<file path="config.mk">
export PLATFORM = sky130hd
export DESIGN_NAME = dsh_top
export DESIGN_NICKNAME = d
export VERILOG_FILES = /design/src/shared/dsh_pkg.sv /design/src/shared/dsh_reg_if.sv /design/src/core/dsh_status.sv /design/src/core/dsh_page.sv /design/src/core/dsh_top.sv
export VERILOG_INCLUDE_DIRS = /design/src /design/src/shared
export SDC_FILE = /design/constraint.sdc
export NUM_CORES = 1
export LEC_CHECK = 0
export BUFFER_PORTS_ARGS = -buffer_cell sky130_fd_sc_hd__buf_4
export CAP_MARGIN = 0
export CORE_ASPECT_RATIO = 1.5
export CORE_UTILIZATION = 47
export CTS_CLUSTER_SIZE = 25
export DETAILED_ROUTE_END_ITERATION = 7
export GPL_TIMING_DRIVEN = 0
export PLACE_DENSITY = 0.79
export REMOVE_ABC_BUFFERS = 1
export SYNTH_ARGS = -nofsm -noshare
export SYNTH_HDL_FRONTEND = slang
export SYNTH_SLANG_ARGS = --single-unit
</file>
<file path="constraint.sdc">
create_clock -name i_clk -period 1.3 [get_ports i_clk]
set_input_delay 0.065 -clock i_clk [delete_from_list [all_inputs] [get_ports i_clk]]
set_output_delay 0.065 -clock i_clk [all_outputs]
set_load 0.01 [all_outputs]
</file>
<file path="src/shared/dsh_cfg.svh">
// Offsets, field positions and reset values of the debug status holding registers
// What this block does
// - Set the trace flag when a single-step command is first recognised.
// - Trace flag stays set until a resume or resume-until command exits; here a status write also loads it from data bit 3.
// - While secured, only secure firmware in special mode may write the unsecure flag.
// - Unsecure flag is zero on secure entry; secure table then overlays standard table (here only in special mode; normal mode locks without it).
// - Erased flash: set unsecure flag, jump to standard table, drop secure table (here only in special mode; a normal-mode lock ignores erase results).
// - Failed erase verify leaves the unsecure flag clear.
// - Unsecure flag reads 0 when secured and 1 when unsecured; here it reads 0 with flash security off unless a status write sets it.
// - Unsecured state lasts until next reset unless flash security bits change; here only a status write clearing bit 1 ends it before reset.
// - On debug entry the CPU flags are copied into the holding register.
// - Holding register resets to d8 in special mode, zero in other modes.
// - Holding register is writable so the debugger can alter restored flags.
// - Holding and page registers reachable only by debug accesses when unsecured.
// - Page enable set means debug accesses use program paging, clear means not.
// - Debug register commands never make global accesses, whatever global enable says.
// - Four-bit page index selects the program page of paged debug accesses.
// - Debug registers readable by the debug unit only, never by user programs.
`ifndef DSH_CFG_SVH
`define DSH_CFG_SVH

// =====================================================================
// Register map
`define DSH_ADDR_W        18
`define DSH_OFS_STATUS    18'h3ff01
`define DSH_OFS_HOLD      18'h3ff06
`define DSH_OFS_PAGE      18'h3ff08

// =====================================================================
// Field positions
`define DSH_TRACE_BIT     3
`define DSH_UNSECURE_FLAG_BIT     1
`define DSH_PAGE_EN_BIT   7
`define DSH_PAGE_IDX_W    4

// =====================================================================
// Reset values
`define DSH_HOLD_RST_SPC  8'hd8
`define DSH_HOLD_RST_OTH  8'h00
`define DSH_CPU_FLAGS_SPC 8'hd0

`endif

</file>
<file path="src/shared/dsh_pkg.sv">
// Types shared by the debug status holding register block
package dsh_pkg;
    // Security walk; Gray along reset -> verify -> unsecured
    typedef enum logic [2:0] {
        DSH_S_INIT   = 3'h0,
        DSH_S_VERIFY = 3'h1,
        DSH_S_UNSECURE_FLAG  = 3'h3,
        DSH_S_OPEN   = 3'h2,
        DSH_S_LOCK   = 3'h5
    } dsh_sec_state_t;
endpackage

</file>
<file path="src/shared/dsh_reg_if.sv">
// Write strobes and register state between the top and its register slices
`timescale 1ns/1ps
interface dsh_reg_if;
    logic       ce;
    logic [7:0] wdata;
    logic       stat_we;
    logic       page_we;
    logic       trace_set;
    logic       trace_clr;
    logic       unsecure_flag_set;
    logic       trace;
    logic       unsecure_flag;
    logic       page_en;
    logic [3:0] page_idx;

    modport ctl  (output ce, wdata, stat_we, page_we, trace_set, trace_clr, unsecure_flag_set,
                  input trace, unsecure_flag, page_en, page_idx);
    modport stat (input ce, wdata, stat_we, trace_set, trace_clr, unsecure_flag_set,
                  output trace, unsecure_flag);
    modport page (input ce, wdata, page_we, output page_en, page_idx);
endinterface

</file>
<file path="src/core/dsh_status.sv">
// Trace and unsecure flags of the debug status register
`timescale 1ns/1ps
`include "dsh_cfg.svh"
module dsh_status
    import dsh_pkg::*;
(
    input  wire logic i_clk,
    input  wire logic i_rst_n,
    dsh_reg_if.stat   bus
);
    // Trace flag; a new single-step wins over any clear in the same cycle
    always_ff @(posedge i_clk or negedge i_rst_n) begin
        if (!i_rst_n) begin
            bus.trace <= 1'b0;
        end else if (bus.ce) begin
            if (bus.trace_set) begin
                bus.trace <= 1'b1;
            end else if (bus.stat_we) begin
                bus.trace <= bus.wdata[`DSH_TRACE_BIT];
            end else if (bus.trace_clr) begin
                bus.trace <= 1'b0;
            end
        end
    end

    // Unsecure flag; zero after every reset so security returns
    always_ff @(posedge i_clk or negedge i_rst_n) begin
        if (!i_rst_n) begin
            bus.unsecure_flag <= 1'b0;
        end else if (bus.ce) begin
            if (bus.unsecure_flag_set) begin
                bus.unsecure_flag <= 1'b1;
            end else if (bus.stat_we) begin
                bus.unsecure_flag <= bus.wdata[`DSH_UNSECURE_FLAG_BIT];
            end
        end
    end
endmodule // dsh_status

</file>
<file path="src/core/dsh_page.sv">
// Program page index register for paged debug accesses
`timescale 1ns/1ps
`include "dsh_cfg.svh"
module dsh_page
    import dsh_pkg::*;
#(
    parameter int PAGE_W = `DSH_PAGE_IDX_W
)(
    input  wire logic i_clk,
    input  wire logic i_rst_n,
    dsh_reg_if.page   bus
);
    initial begin
        if (PAGE_W != 4) $error("page index width must be 4");
    end

    // Only the enable and the index are stored; bits 6..4 do not exist
    always_ff @(posedge i_clk or negedge i_rst_n) begin
        if (!i_rst_n) begin
            bus.page_en  <= 1'b0;
            bus.page_idx <= 4'h0;
        end else if (bus.ce && bus.page_we) begin
            bus.page_en  <= bus.wdata[`DSH_PAGE_EN_BIT];
            bus.page_idx <= bus.wdata[3:0];
        end
    end
endmodule // dsh_page

</file>
<file path="src/core/dsh_top.sv">
// Debug status, flags holding and page index registers with security walk
`timescale 1ns/1ps
`include "dsh_cfg.svh"
module dsh_top
    import dsh_pkg::*;
#(
    parameter int DATA_W = 8,
    parameter int ADDR_W = `DSH_ADDR_W
)(
    input  wire logic              i_clk,
    input  wire logic              i_resetn,
    input  wire logic              i_ce,
    input  wire logic              i_special_mode,
    input  wire logic              i_flash_secure,
    input  wire logic              i_debug_reg_read_cmd,
    input  wire logic              i_debug_reg_write_cmd,
    input  wire logic              i_fw_read,
    input  wire logic              i_fw_write,
    input  wire logic              i_secure_fw,
    input  wire logic [ADDR_W-1:0] i_addr,
    input  wire logic [DATA_W-1:0] i_wdata,
    input  wire logic              i_debug_enter,
    input  wire logic [DATA_W-1:0] i_cpu_flags,
    input  wire logic              i_single_step_cmd,
    input  wire logic              i_resume_cmd,
    input  wire logic              i_erase_done,
    input  wire logic              i_erase_blank,
    input  wire logic              i_global_access_enable,
    input  wire logic              i_debug_mem_access,
    output logic [DATA_W-1:0]      o_rdata,
    output logic                   o_rvalid,
    output logic                   o_trace,
    output logic                   o_unsecure_flag,
    output logic                   o_secured,
    output logic                   o_secure_table_en,
    output logic                   o_jump_standard,
    output logic                   o_global_access,
    output logic                   o_paged_access,
    output logic [3:0]             o_page_index_field
);
    initial begin
        if (DATA_W != 8) $error("data width must be 8");
        if (ADDR_W != 18) $error("address width must be 18");
    end

    // =====================================================================
    // Reset release
    logic rst_s1_reg;
    logic rst_n;

    // Two stages so release is clean against i_clk
    always_ff @(posedge i_clk or negedge i_resetn) begin
        if (!i_resetn) begin
            rst_s1_reg <= 1'b0;
            rst_n      <= 1'b0;
        end else begin
            rst_s1_reg <= 1'b1;
            rst_n      <= rst_s1_reg;
        end
    end

    // =====================================================================
    // Mode straps
    logic init_reg;
    logic special_reg;
    logic fsec_reg;

    // Straps caught on the first enabled edge after release, never under reset
    always_ff @(posedge i_clk or negedge rst_n) begin
        if (!rst_n) begin
            init_reg    <= 1'b0;
            special_reg <= 1'b0;
            fsec_reg    <= 1'b0;
        end else if (i_ce && !init_reg) begin
            init_reg    <= 1'b1;
            special_reg <= i_special_mode;
            fsec_reg    <= i_flash_secure;
        end
    end

    // =====================================================================
    // Register slices
    dsh_reg_if rif ();

    dsh_status u_status (
        .i_clk   (i_clk),
        .i_rst_n (rst_n),
        .bus     (rif.stat)
    );

    dsh_page u_page (
        .i_clk   (i_clk),
        .i_rst_n (rst_n),
        .bus     (rif.page)
    );

    // =====================================================================
    // Access decode
    function automatic logic hit(input logic [ADDR_W-1:0] a, input logic [ADDR_W-1:0] ofs);
        hit = (a == ofs);
    endfunction

    logic dbg_rd;
    logic dbg_wr;
    logic secured;
    logic open_acc;
    logic bd_cmd;

    // Only debug commands and debug firmware reach these registers
    assign dbg_rd   = i_debug_reg_read_cmd | i_fw_read;
    assign dbg_wr   = i_debug_reg_write_cmd | i_fw_write;
    assign bd_cmd   = i_debug_reg_read_cmd | i_debug_reg_write_cmd;
    // Not yet strapped counts as secured, so the first cycle leaks nothing
    assign secured  = !init_reg || (fsec_reg && !rif.unsecure_flag);
    assign open_acc = !secured;

    // =====================================================================
    // Security walk
    dsh_sec_state_t state_reg;
    dsh_sec_state_t state_next;
    logic           pass_evt;
    logic           fail_evt;

    assign pass_evt = (state_reg == DSH_S_VERIFY) && i_erase_done && i_erase_blank;
    assign fail_evt = (state_reg == DSH_S_VERIFY) && i_erase_done && !i_erase_blank;

    // Next state of the security walk
    always_comb begin
        state_next = state_reg;
        case (state_reg)
            DSH_S_INIT: begin
                if (!i_special_mode && i_flash_secure) begin
                    state_next = DSH_S_LOCK;
                end else if (i_flash_secure) begin
                    state_next = DSH_S_VERIFY;
                end else begin
                    state_next = DSH_S_OPEN;
                end
            end
            DSH_S_VERIFY: begin
                // Leave on the same edge the flag rises, so the secure table never overlaps an open flag
                if (pass_evt || (rif.stat_we && i_wdata[`DSH_UNSECURE_FLAG_BIT])) begin
                    state_next = DSH_S_UNSECURE_FLAG;
                end else if (fail_evt) begin
                    state_next = DSH_S_LOCK;
                end
            end
            DSH_S_UNSECURE_FLAG:  state_next = DSH_S_UNSECURE_FLAG;
            DSH_S_OPEN:   state_next = DSH_S_OPEN;
            DSH_S_LOCK:   state_next = DSH_S_LOCK;
            default:      state_next = DSH_S_INIT;
        endcase
    end

    // State moves only on enabled edges; init leaves with the strap capture
    always_ff @(posedge i_clk or negedge rst_n) begin
        if (!rst_n) begin
            state_reg <= DSH_S_INIT;
        end else if (i_ce) begin
            state_reg <= state_next;
        end
    end

    // Secure table overlays the standard one only while verifying
    assign o_secure_table_en = (state_reg == DSH_S_VERIFY);
    assign o_jump_standard   = pass_evt & i_ce;

    // =====================================================================
    // Strobes to the slices
    logic stat_wr_ok;

    // Secure firmware may only touch status in special mode while secured
    assign stat_wr_ok = open_acc || (i_secure_fw && i_fw_write && special_reg);
    assign rif.ce        = i_ce;
    assign rif.wdata     = i_wdata;
    assign rif.stat_we   = dbg_wr && hit(i_addr, `DSH_OFS_STATUS) && stat_wr_ok;
    assign rif.page_we   = dbg_wr && hit(i_addr, `DSH_OFS_PAGE) && open_acc;
    assign rif.trace_set = i_single_step_cmd;
    assign rif.trace_clr = i_resume_cmd;
    assign rif.unsecure_flag_set = pass_evt;

    // =====================================================================
    // Flags holding register
    logic [DATA_W-1:0] flags_holding_reg;
    logic              hold_we;

    assign hold_we = dbg_wr && hit(i_addr, `DSH_OFS_HOLD) && open_acc;

    // Debug entry capture wins over a write in the same cycle
    always_ff @(posedge i_clk or negedge rst_n) begin
        if (!rst_n) begin
            flags_holding_reg <= `DSH_HOLD_RST_OTH;
        end else if (i_ce) begin
            if (!init_reg) begin
                // Mode-dependent value, not the CPU's own d0
                flags_holding_reg <= i_special_mode ? `DSH_HOLD_RST_SPC : `DSH_HOLD_RST_OTH;
            end else if (i_debug_enter) begin
                flags_holding_reg <= i_cpu_flags;
            end else if (hold_we) begin
                flags_holding_reg <= i_wdata;
            end
        end
    end

    // =====================================================================
    // Read path
    logic [DATA_W-1:0] rd_next;

    // Status is always visible to debug; the others hide while secured
    always_comb begin
        rd_next = '0;
        if (hit(i_addr, `DSH_OFS_STATUS)) begin
            rd_next[`DSH_TRACE_BIT] = rif.trace;
            rd_next[`DSH_UNSECURE_FLAG_BIT] = rif.unsecure_flag;
        end else if (hit(i_addr, `DSH_OFS_HOLD) && open_acc) begin
            rd_next = flags_holding_reg;
        end else if (hit(i_addr, `DSH_OFS_PAGE) && open_acc) begin
            rd_next = {rif.page_en, 3'h0, rif.page_idx};
        end
    end

    // Data one edge after the request; user reads never get here
    always_ff @(posedge i_clk or negedge rst_n) begin
        if (!rst_n) begin
            o_rdata  <= '0;
            o_rvalid <= 1'b0;
        end else if (i_ce) begin
            o_rvalid <= dbg_rd;
            if (dbg_rd) begin
                o_rdata <= rd_next;
            end
        end
    end

    // =====================================================================
    // Memory access steering
    // Register commands must stay local even with global access enabled
    assign o_global_access    = i_global_access_enable && !bd_cmd;
    assign o_paged_access     = i_debug_mem_access && rif.page_en;
    assign o_page_index_field = rif.page_idx;

    assign o_trace         = rif.trace;
    assign o_unsecure_flag = rif.unsecure_flag;
    assign o_secured       = secured;
endmodule // dsh_top

</file>
**Word level (Yosys, flattened, before mapping)**

Index checks and enable logic that the tools add are counted.

- Register bits: 32
- Input port bits: 51

- Equality and inequality tests: 9
- Multiplexer cells: 21
- Bitwise gates (word level): 4
- Reduce and logical (&&, ||, !) cells: 37

Operators with widths:

| cell | count |
|---|---|
| 18-bit == test (second input constant) | 3 |
| 8-bit two-way mux | 6 |
| 1-bit logical AND | 20 |
| 3-bit case mux with 5 select lines | 1 |
| 2-bit AND reduction | 5 |
| 1-bit two-way mux | 9 |
| 3-bit two-way mux | 3 |
| 3-bit by 2-bit == test with 1-bit output (second input constant) | 2 |
| 1-bit logical NOT | 6 |
| 4-bit two-way mux | 1 |
| 3-bit by 1-bit == test with 1-bit output (second input constant) | 1 |
| 3-bit == test (second input constant) | 1 |
| 3-bit logical NOT | 1 |
| 1-bit logical OR | 3 |
| 3-bit by 1-bit != test with 1-bit output (second input constant) | 1 |
| 3-bit by 2-bit != test with 1-bit output (second input constant) | 1 |
| 1-bit bitwise OR | 3 |
| 3-bit nonzero test | 1 |
| 2-bit two-way mux | 1 |
| 2-bit nonzero test | 1 |
| 1-bit bitwise AND | 1 |

**Depth between registers and ports, before layout**

- Depth in word-level cells: 10
- Gate-level depth with buffers: 7
- Depth with buffers taken out: 5

**By module**

From an unflattened synthesis, not the netlist that was laid out.

- Cells, all modules: 164
- Area total of the unflattened synthesis: 1740.4 µm²

By module, submodules not included:

| module | instances | cells each | area an instance (µm²) | sequential area each (µm²) |
|---|---|---|---|---|
| dsh_top | 1 | 144 | 1460.2 | 625.6 |
| dsh_page | 1 | 11 | 187.7 | 125.1 |
| dsh_status | 1 | 9 | 92.6 | 50.0 |

**Worst setup path after synthesis**

No wires, ideal clock.

- Path kind: input to register
- Start point: input port i_addr[5]
- End point: register flags_holding_reg[4]
- Arrival: 2007 ps
- Path slack: -832 ps
- Stages: 6
- Cells stage by stage: or4_1 > or4_1 > buf_6 > o31ai_4 > buf_4 > mux2_2

- Cells in the longest elaborated chain, start to end: 5

RTL lines:

| what | RTL line | text |
|---|---|---|
| from (decl) | dsh_top.sv:20 | `input wire logic [ADDR_W-1:0] i_addr,` |
| 18-bit == test | dsh_top.sv:100 | `hit = (a == ofs);` |
| 1-bit logical AND (2 in a row) | dsh_top.sv:187 | `` assign hold_we = dbg_wr && hit(i_addr, `DSH_OFS_HOLD) && open_acc; `` |
| 3-bit by 2-bit != test with 1-bit output (no source line) | - |  |
| 2-bit AND reduction (no source line) | - |  |
| to (signal assigned) | dsh_top.sv:192 | `` flags_holding_reg <= `DSH_HOLD_RST_OTH; `` |
| to (signal assigned) | dsh_top.sv:196 | `` flags_holding_reg <= i_special_mode ? `DSH_HOLD_RST_SPC : `DSH_HOLD_RST_OTH; `` |
| to (signal assigned) | dsh_top.sv:198 | `flags_holding_reg <= i_cpu_flags;` |
| to (decl) | dsh_top.sv:184 | `logic [DATA_W-1:0] flags_holding_reg;` |

Every way passes these cells.
A chain may end at the register's enable or synchronous reset.

**Worst setup path after layout**

- Start point: input port i_addr[5]
- End point: register state_reg[2]

- Cells in the longest elaborated chain, start to end: 7

RTL lines:

| what | RTL line | text |
|---|---|---|
| 18-bit == test (*) | dsh_top.sv:100 |  |
| 1-bit logical AND (*) (2 in a row) | dsh_top.sv:176 | `` assign rif.stat_we = dbg_wr && hit(i_addr, `DSH_OFS_STATUS) && stat_wr_ok; `` |
| 1-bit logical AND (*) | dsh_top.sv:142 | `` if (pass_evt \|\| (rif.stat_we && i_wdata[`DSH_UNSECURE_FLAG_BIT])) begin `` |
| 1-bit logical OR (*) | dsh_top.sv:142 |  |
| 3-bit two-way mux / 3-bit by 1-bit != test with 1-bit output (equally long branches) | - |  |
| 3-bit case mux with 5 select lines / 2-bit AND reduction (equally long branches) | - |  |
| to (signal assigned) | dsh_top.sv:160 | `state_reg <= state_next;` |
| to (decl) | dsh_top.sv:119 | `dsh_sec_state_t state_reg;` |

Every way passes the cells marked *; elsewhere a longest branch is shown, timed or not.

==> results.json <==
{
  "dieArea_um2": 3730,
  "synth.most_common_cell": "dfrtp_1",
  "drc_errors": 0,
  "synth.area.top_cells": "dfrtp_1 49%, mux2_2 9.6%, nand2_1 4.4%, o21ai_0 4.0%, nand3_1 3.7%",
  "synth_seq_cells": 32,
  "drt_first_iter_violations": 49,
  "netlist_area_um2": 1640,
  "synth_async_sr_flop_share_pct": 100,
  "grt_antenna_before_repair": 0,
  "via_per_inst": 5.78,
  "synth_edf_count": 0,
  "place_congestion": 0.810,
  "die_h_um": 74.3,
  "clockPowerShare_pct": 30.3,
  "crit_type": "in2reg",
  "ir_drop_mv": 1.07,
  "p_int_mw": 1.88,
  "combinationalPowerShare_pct": 25.0,
  "synth_warnings": 0,
  "rsz0062_at_grt": "true",
  "grt_pass1_wl_um": 7780,
  "ioPinCount": 71,
  "relSlewSlack_pct": 47.7,
  "numCtsBuffers": 5,
  "max_freq_mhz": 557,
  "rows": 25,
  "status": "complete, but fails checks",
  "synth_cells": 162,
  "cp.required_ns": 1.47,
  "synth_cell_type_count": 37,
  "nets": 299,
  "p_per_area_nw_per_um2": 1020,
  "timing.setup.tns_ns": -11.00,
  "yosysTopAreaCell": "dfrtp_1",
  "grt_usage_pct": 28.6,
  "arrival_ns": 1.96,
  "clk_pin_slew_worst_paths_ns": 0.06,
  "power_frac_seq_pct": 44.7,
  "switching_share_pct": 28.4,
  "finalCritPeriodShare_pct": 138,
  "gr-total-overflow": 0,
  "endpoint_kind": "flop",
  "netlist.area_leader.share_pct": 48.9,
  "dieWidth_um": 50.2,
  "cts_tree": "yes",
  "htreeDepth": 2,
  "start_kind": "primary input",
  "numPortBuffers": 70,
  "p_sw_mw": 0.745,
  "cts.sinks": 32,
  "hold_viol_final": 0,
  "clock_path_buffers": 2,
  "grt_max_degree": 31,
  "hp-class": "in2reg",
  "drive_above_1_share_pct": 55.0,
  "wire_per_inst_um": 17.9,
  "cp_max_fo": 5,
  "synth-main-ff-cell": "dfrtp_1",
  "violations": "setup timing",
  "min_period_ns": 1.80,
  "synthTopCellsByCount": "32 x dfrtp_1, 19 x nand2_1, 14 x mux2_2, 14 x nor2_1, 13 x o21ai_0",
  "grt_pass1_vias": 1675,
  "p_leak_nw": 1.21,
  "firstDrtPassIters": 4,
  "wl_um": 5160,
  "tightest_slew_ns": 0.782,
  "instances_no_fill": 289,
  "yosysSeqAreaShare_pct": 48.9,
  "maxSlewViolCount": 0,
  "fin_skew_ns": 0.00576,
  "vias": 1671,
  "clockRootBuffer": "clkbuf_8",
  "finalSetupViolations": 27,
  "core_area_um2": 3220,
  "dp.cells": 267,
  "syn_avg_cell_area_um2": 10.1,
  "initial_utilization_pct": 50.8,
  "antenna_cells": 0,
  "area_growth_syn_to_layout_pct": 57.5,
  "clock_latency_ns": 0.29,
  "maxCapViolCount": 0,
  "antenna_left": 0,
  "worst_slack_ns": -0.495,
  "dp.final_hpwl_um": 3340
}
layer usage:
layer | global-route usage [%] | routed length [um] | up-vias | share of wire [%]
met5 | 0 | 0 | - | 0
met2 | 52.0 | 2880 | 79 | 56
met1 | 30.6 | 1860 | 821 | 36
met4 | 13.3 | 93 | 0 | 1.8
met3 | 7.36 | 329 | 13 | 6.4
li1 | - | - | 758 | -
metrics by stage:
stage	instance area, um2	power [mW]	worst slack (ns)	hold slack [ns]	utilization, %
final	2580	2.62	-0.495	0.00888	80.1
after global routing	2580	2.74	-0.527	0.0145	80.1
after CTS	2520	2.59	-0.527	0.00509	78.2
after detailed placement	2180	1.67	-1.21	-0.151	67.8
after global placement	2180	1.64	-1.20	-0.153	67.8
after floorplan	1610	1.41	-0.908	-0.231	-
power groups by stage:
stage               combinational, mW  clock, mW  sequential [mW]
floorplan                       0.232          0             1.18
global placement                0.452          0             1.19
detailed placement              0.473          0             1.20
CTS                             0.620      0.804             1.16
global route                    0.707      0.849             1.18
finish                          0.655      0.796             1.17
cell type report:
| cell class | count | area [um2] |
|---|---|---|
| fill | 204 | 642 |
| tap | 40 | 50.0 |
| clock buffer | 6 | 82.6 |
| clock inverter | 2 | 10.0 |
| inverter | 7 | 26.3 |
| multi-input combinational | 118 | 946 |
| timing repair buffer | 84 | 659 |
| sequential | 32 | 806 |
logic make-up after synthesis:
kind of cell           count (synthesis)  synth area share (%)
other                                  1                 0.229
flip-flops                            32                  48.9
AND/OR/NAND/NOR                       65                  20.1
buffers and inverters                 12                  3.44
multiplexers                          20                  13.4
AO/OA/AOI/OAI                         32                  14.0
worst max-delay path, cell delays in order:
cell,delay (ns)
buf_6,0.09
or4_4,0.51
or4_4,0.61
a2111oi_4,0.27
nand2_1,0.10
a221o_1,0.31
worst paths after layout:
path	start	end	slack [ns]	cells past startpoint
worst max-delay path	i_addr[5]	state_reg[2]	-0.50	6
worst min-delay path	i_single_step_cmd	u_status.bus.trace	0.009	3
worst max register to register	init_reg	flags_holding_reg[4]	-0.40	5
worst min register to register	rst_n	u_page.bus.page_idx[2]	0.30	0
max in group asynchronous	rst_n	u_status.bus.unsecure_flag	0.52	0
min in group asynchronous	i_resetn	rst_n	0.08	2
repair_timing:
action	CTS	global route
pin swaps	12	7
hold buffers	1	0
hold endpoints to repair	2	0
setup buffers	12	1
setup endpoints to repair	58	28
gates resized for setup	44	12
layout by cell type, fill, tap and decap left out, types with 3 or more instances in the layout:
cell type / count
nand3_1: 7
mux2_4: 9
o21ai_0: 5
clkbuf_8: 6
nor3_1: 3
buf_4: 76
o21ai_1: 8
inv_1: 6
dfrtp_1: 28
nor2_1: 12
buf_6: 7
mux2_2: 6
nand2_1: 18
a21oi_1: 5
nand3_2: 5
dfrtp_2: 4
mux2i_1: 5
Power figures use the tool's default switching activity.
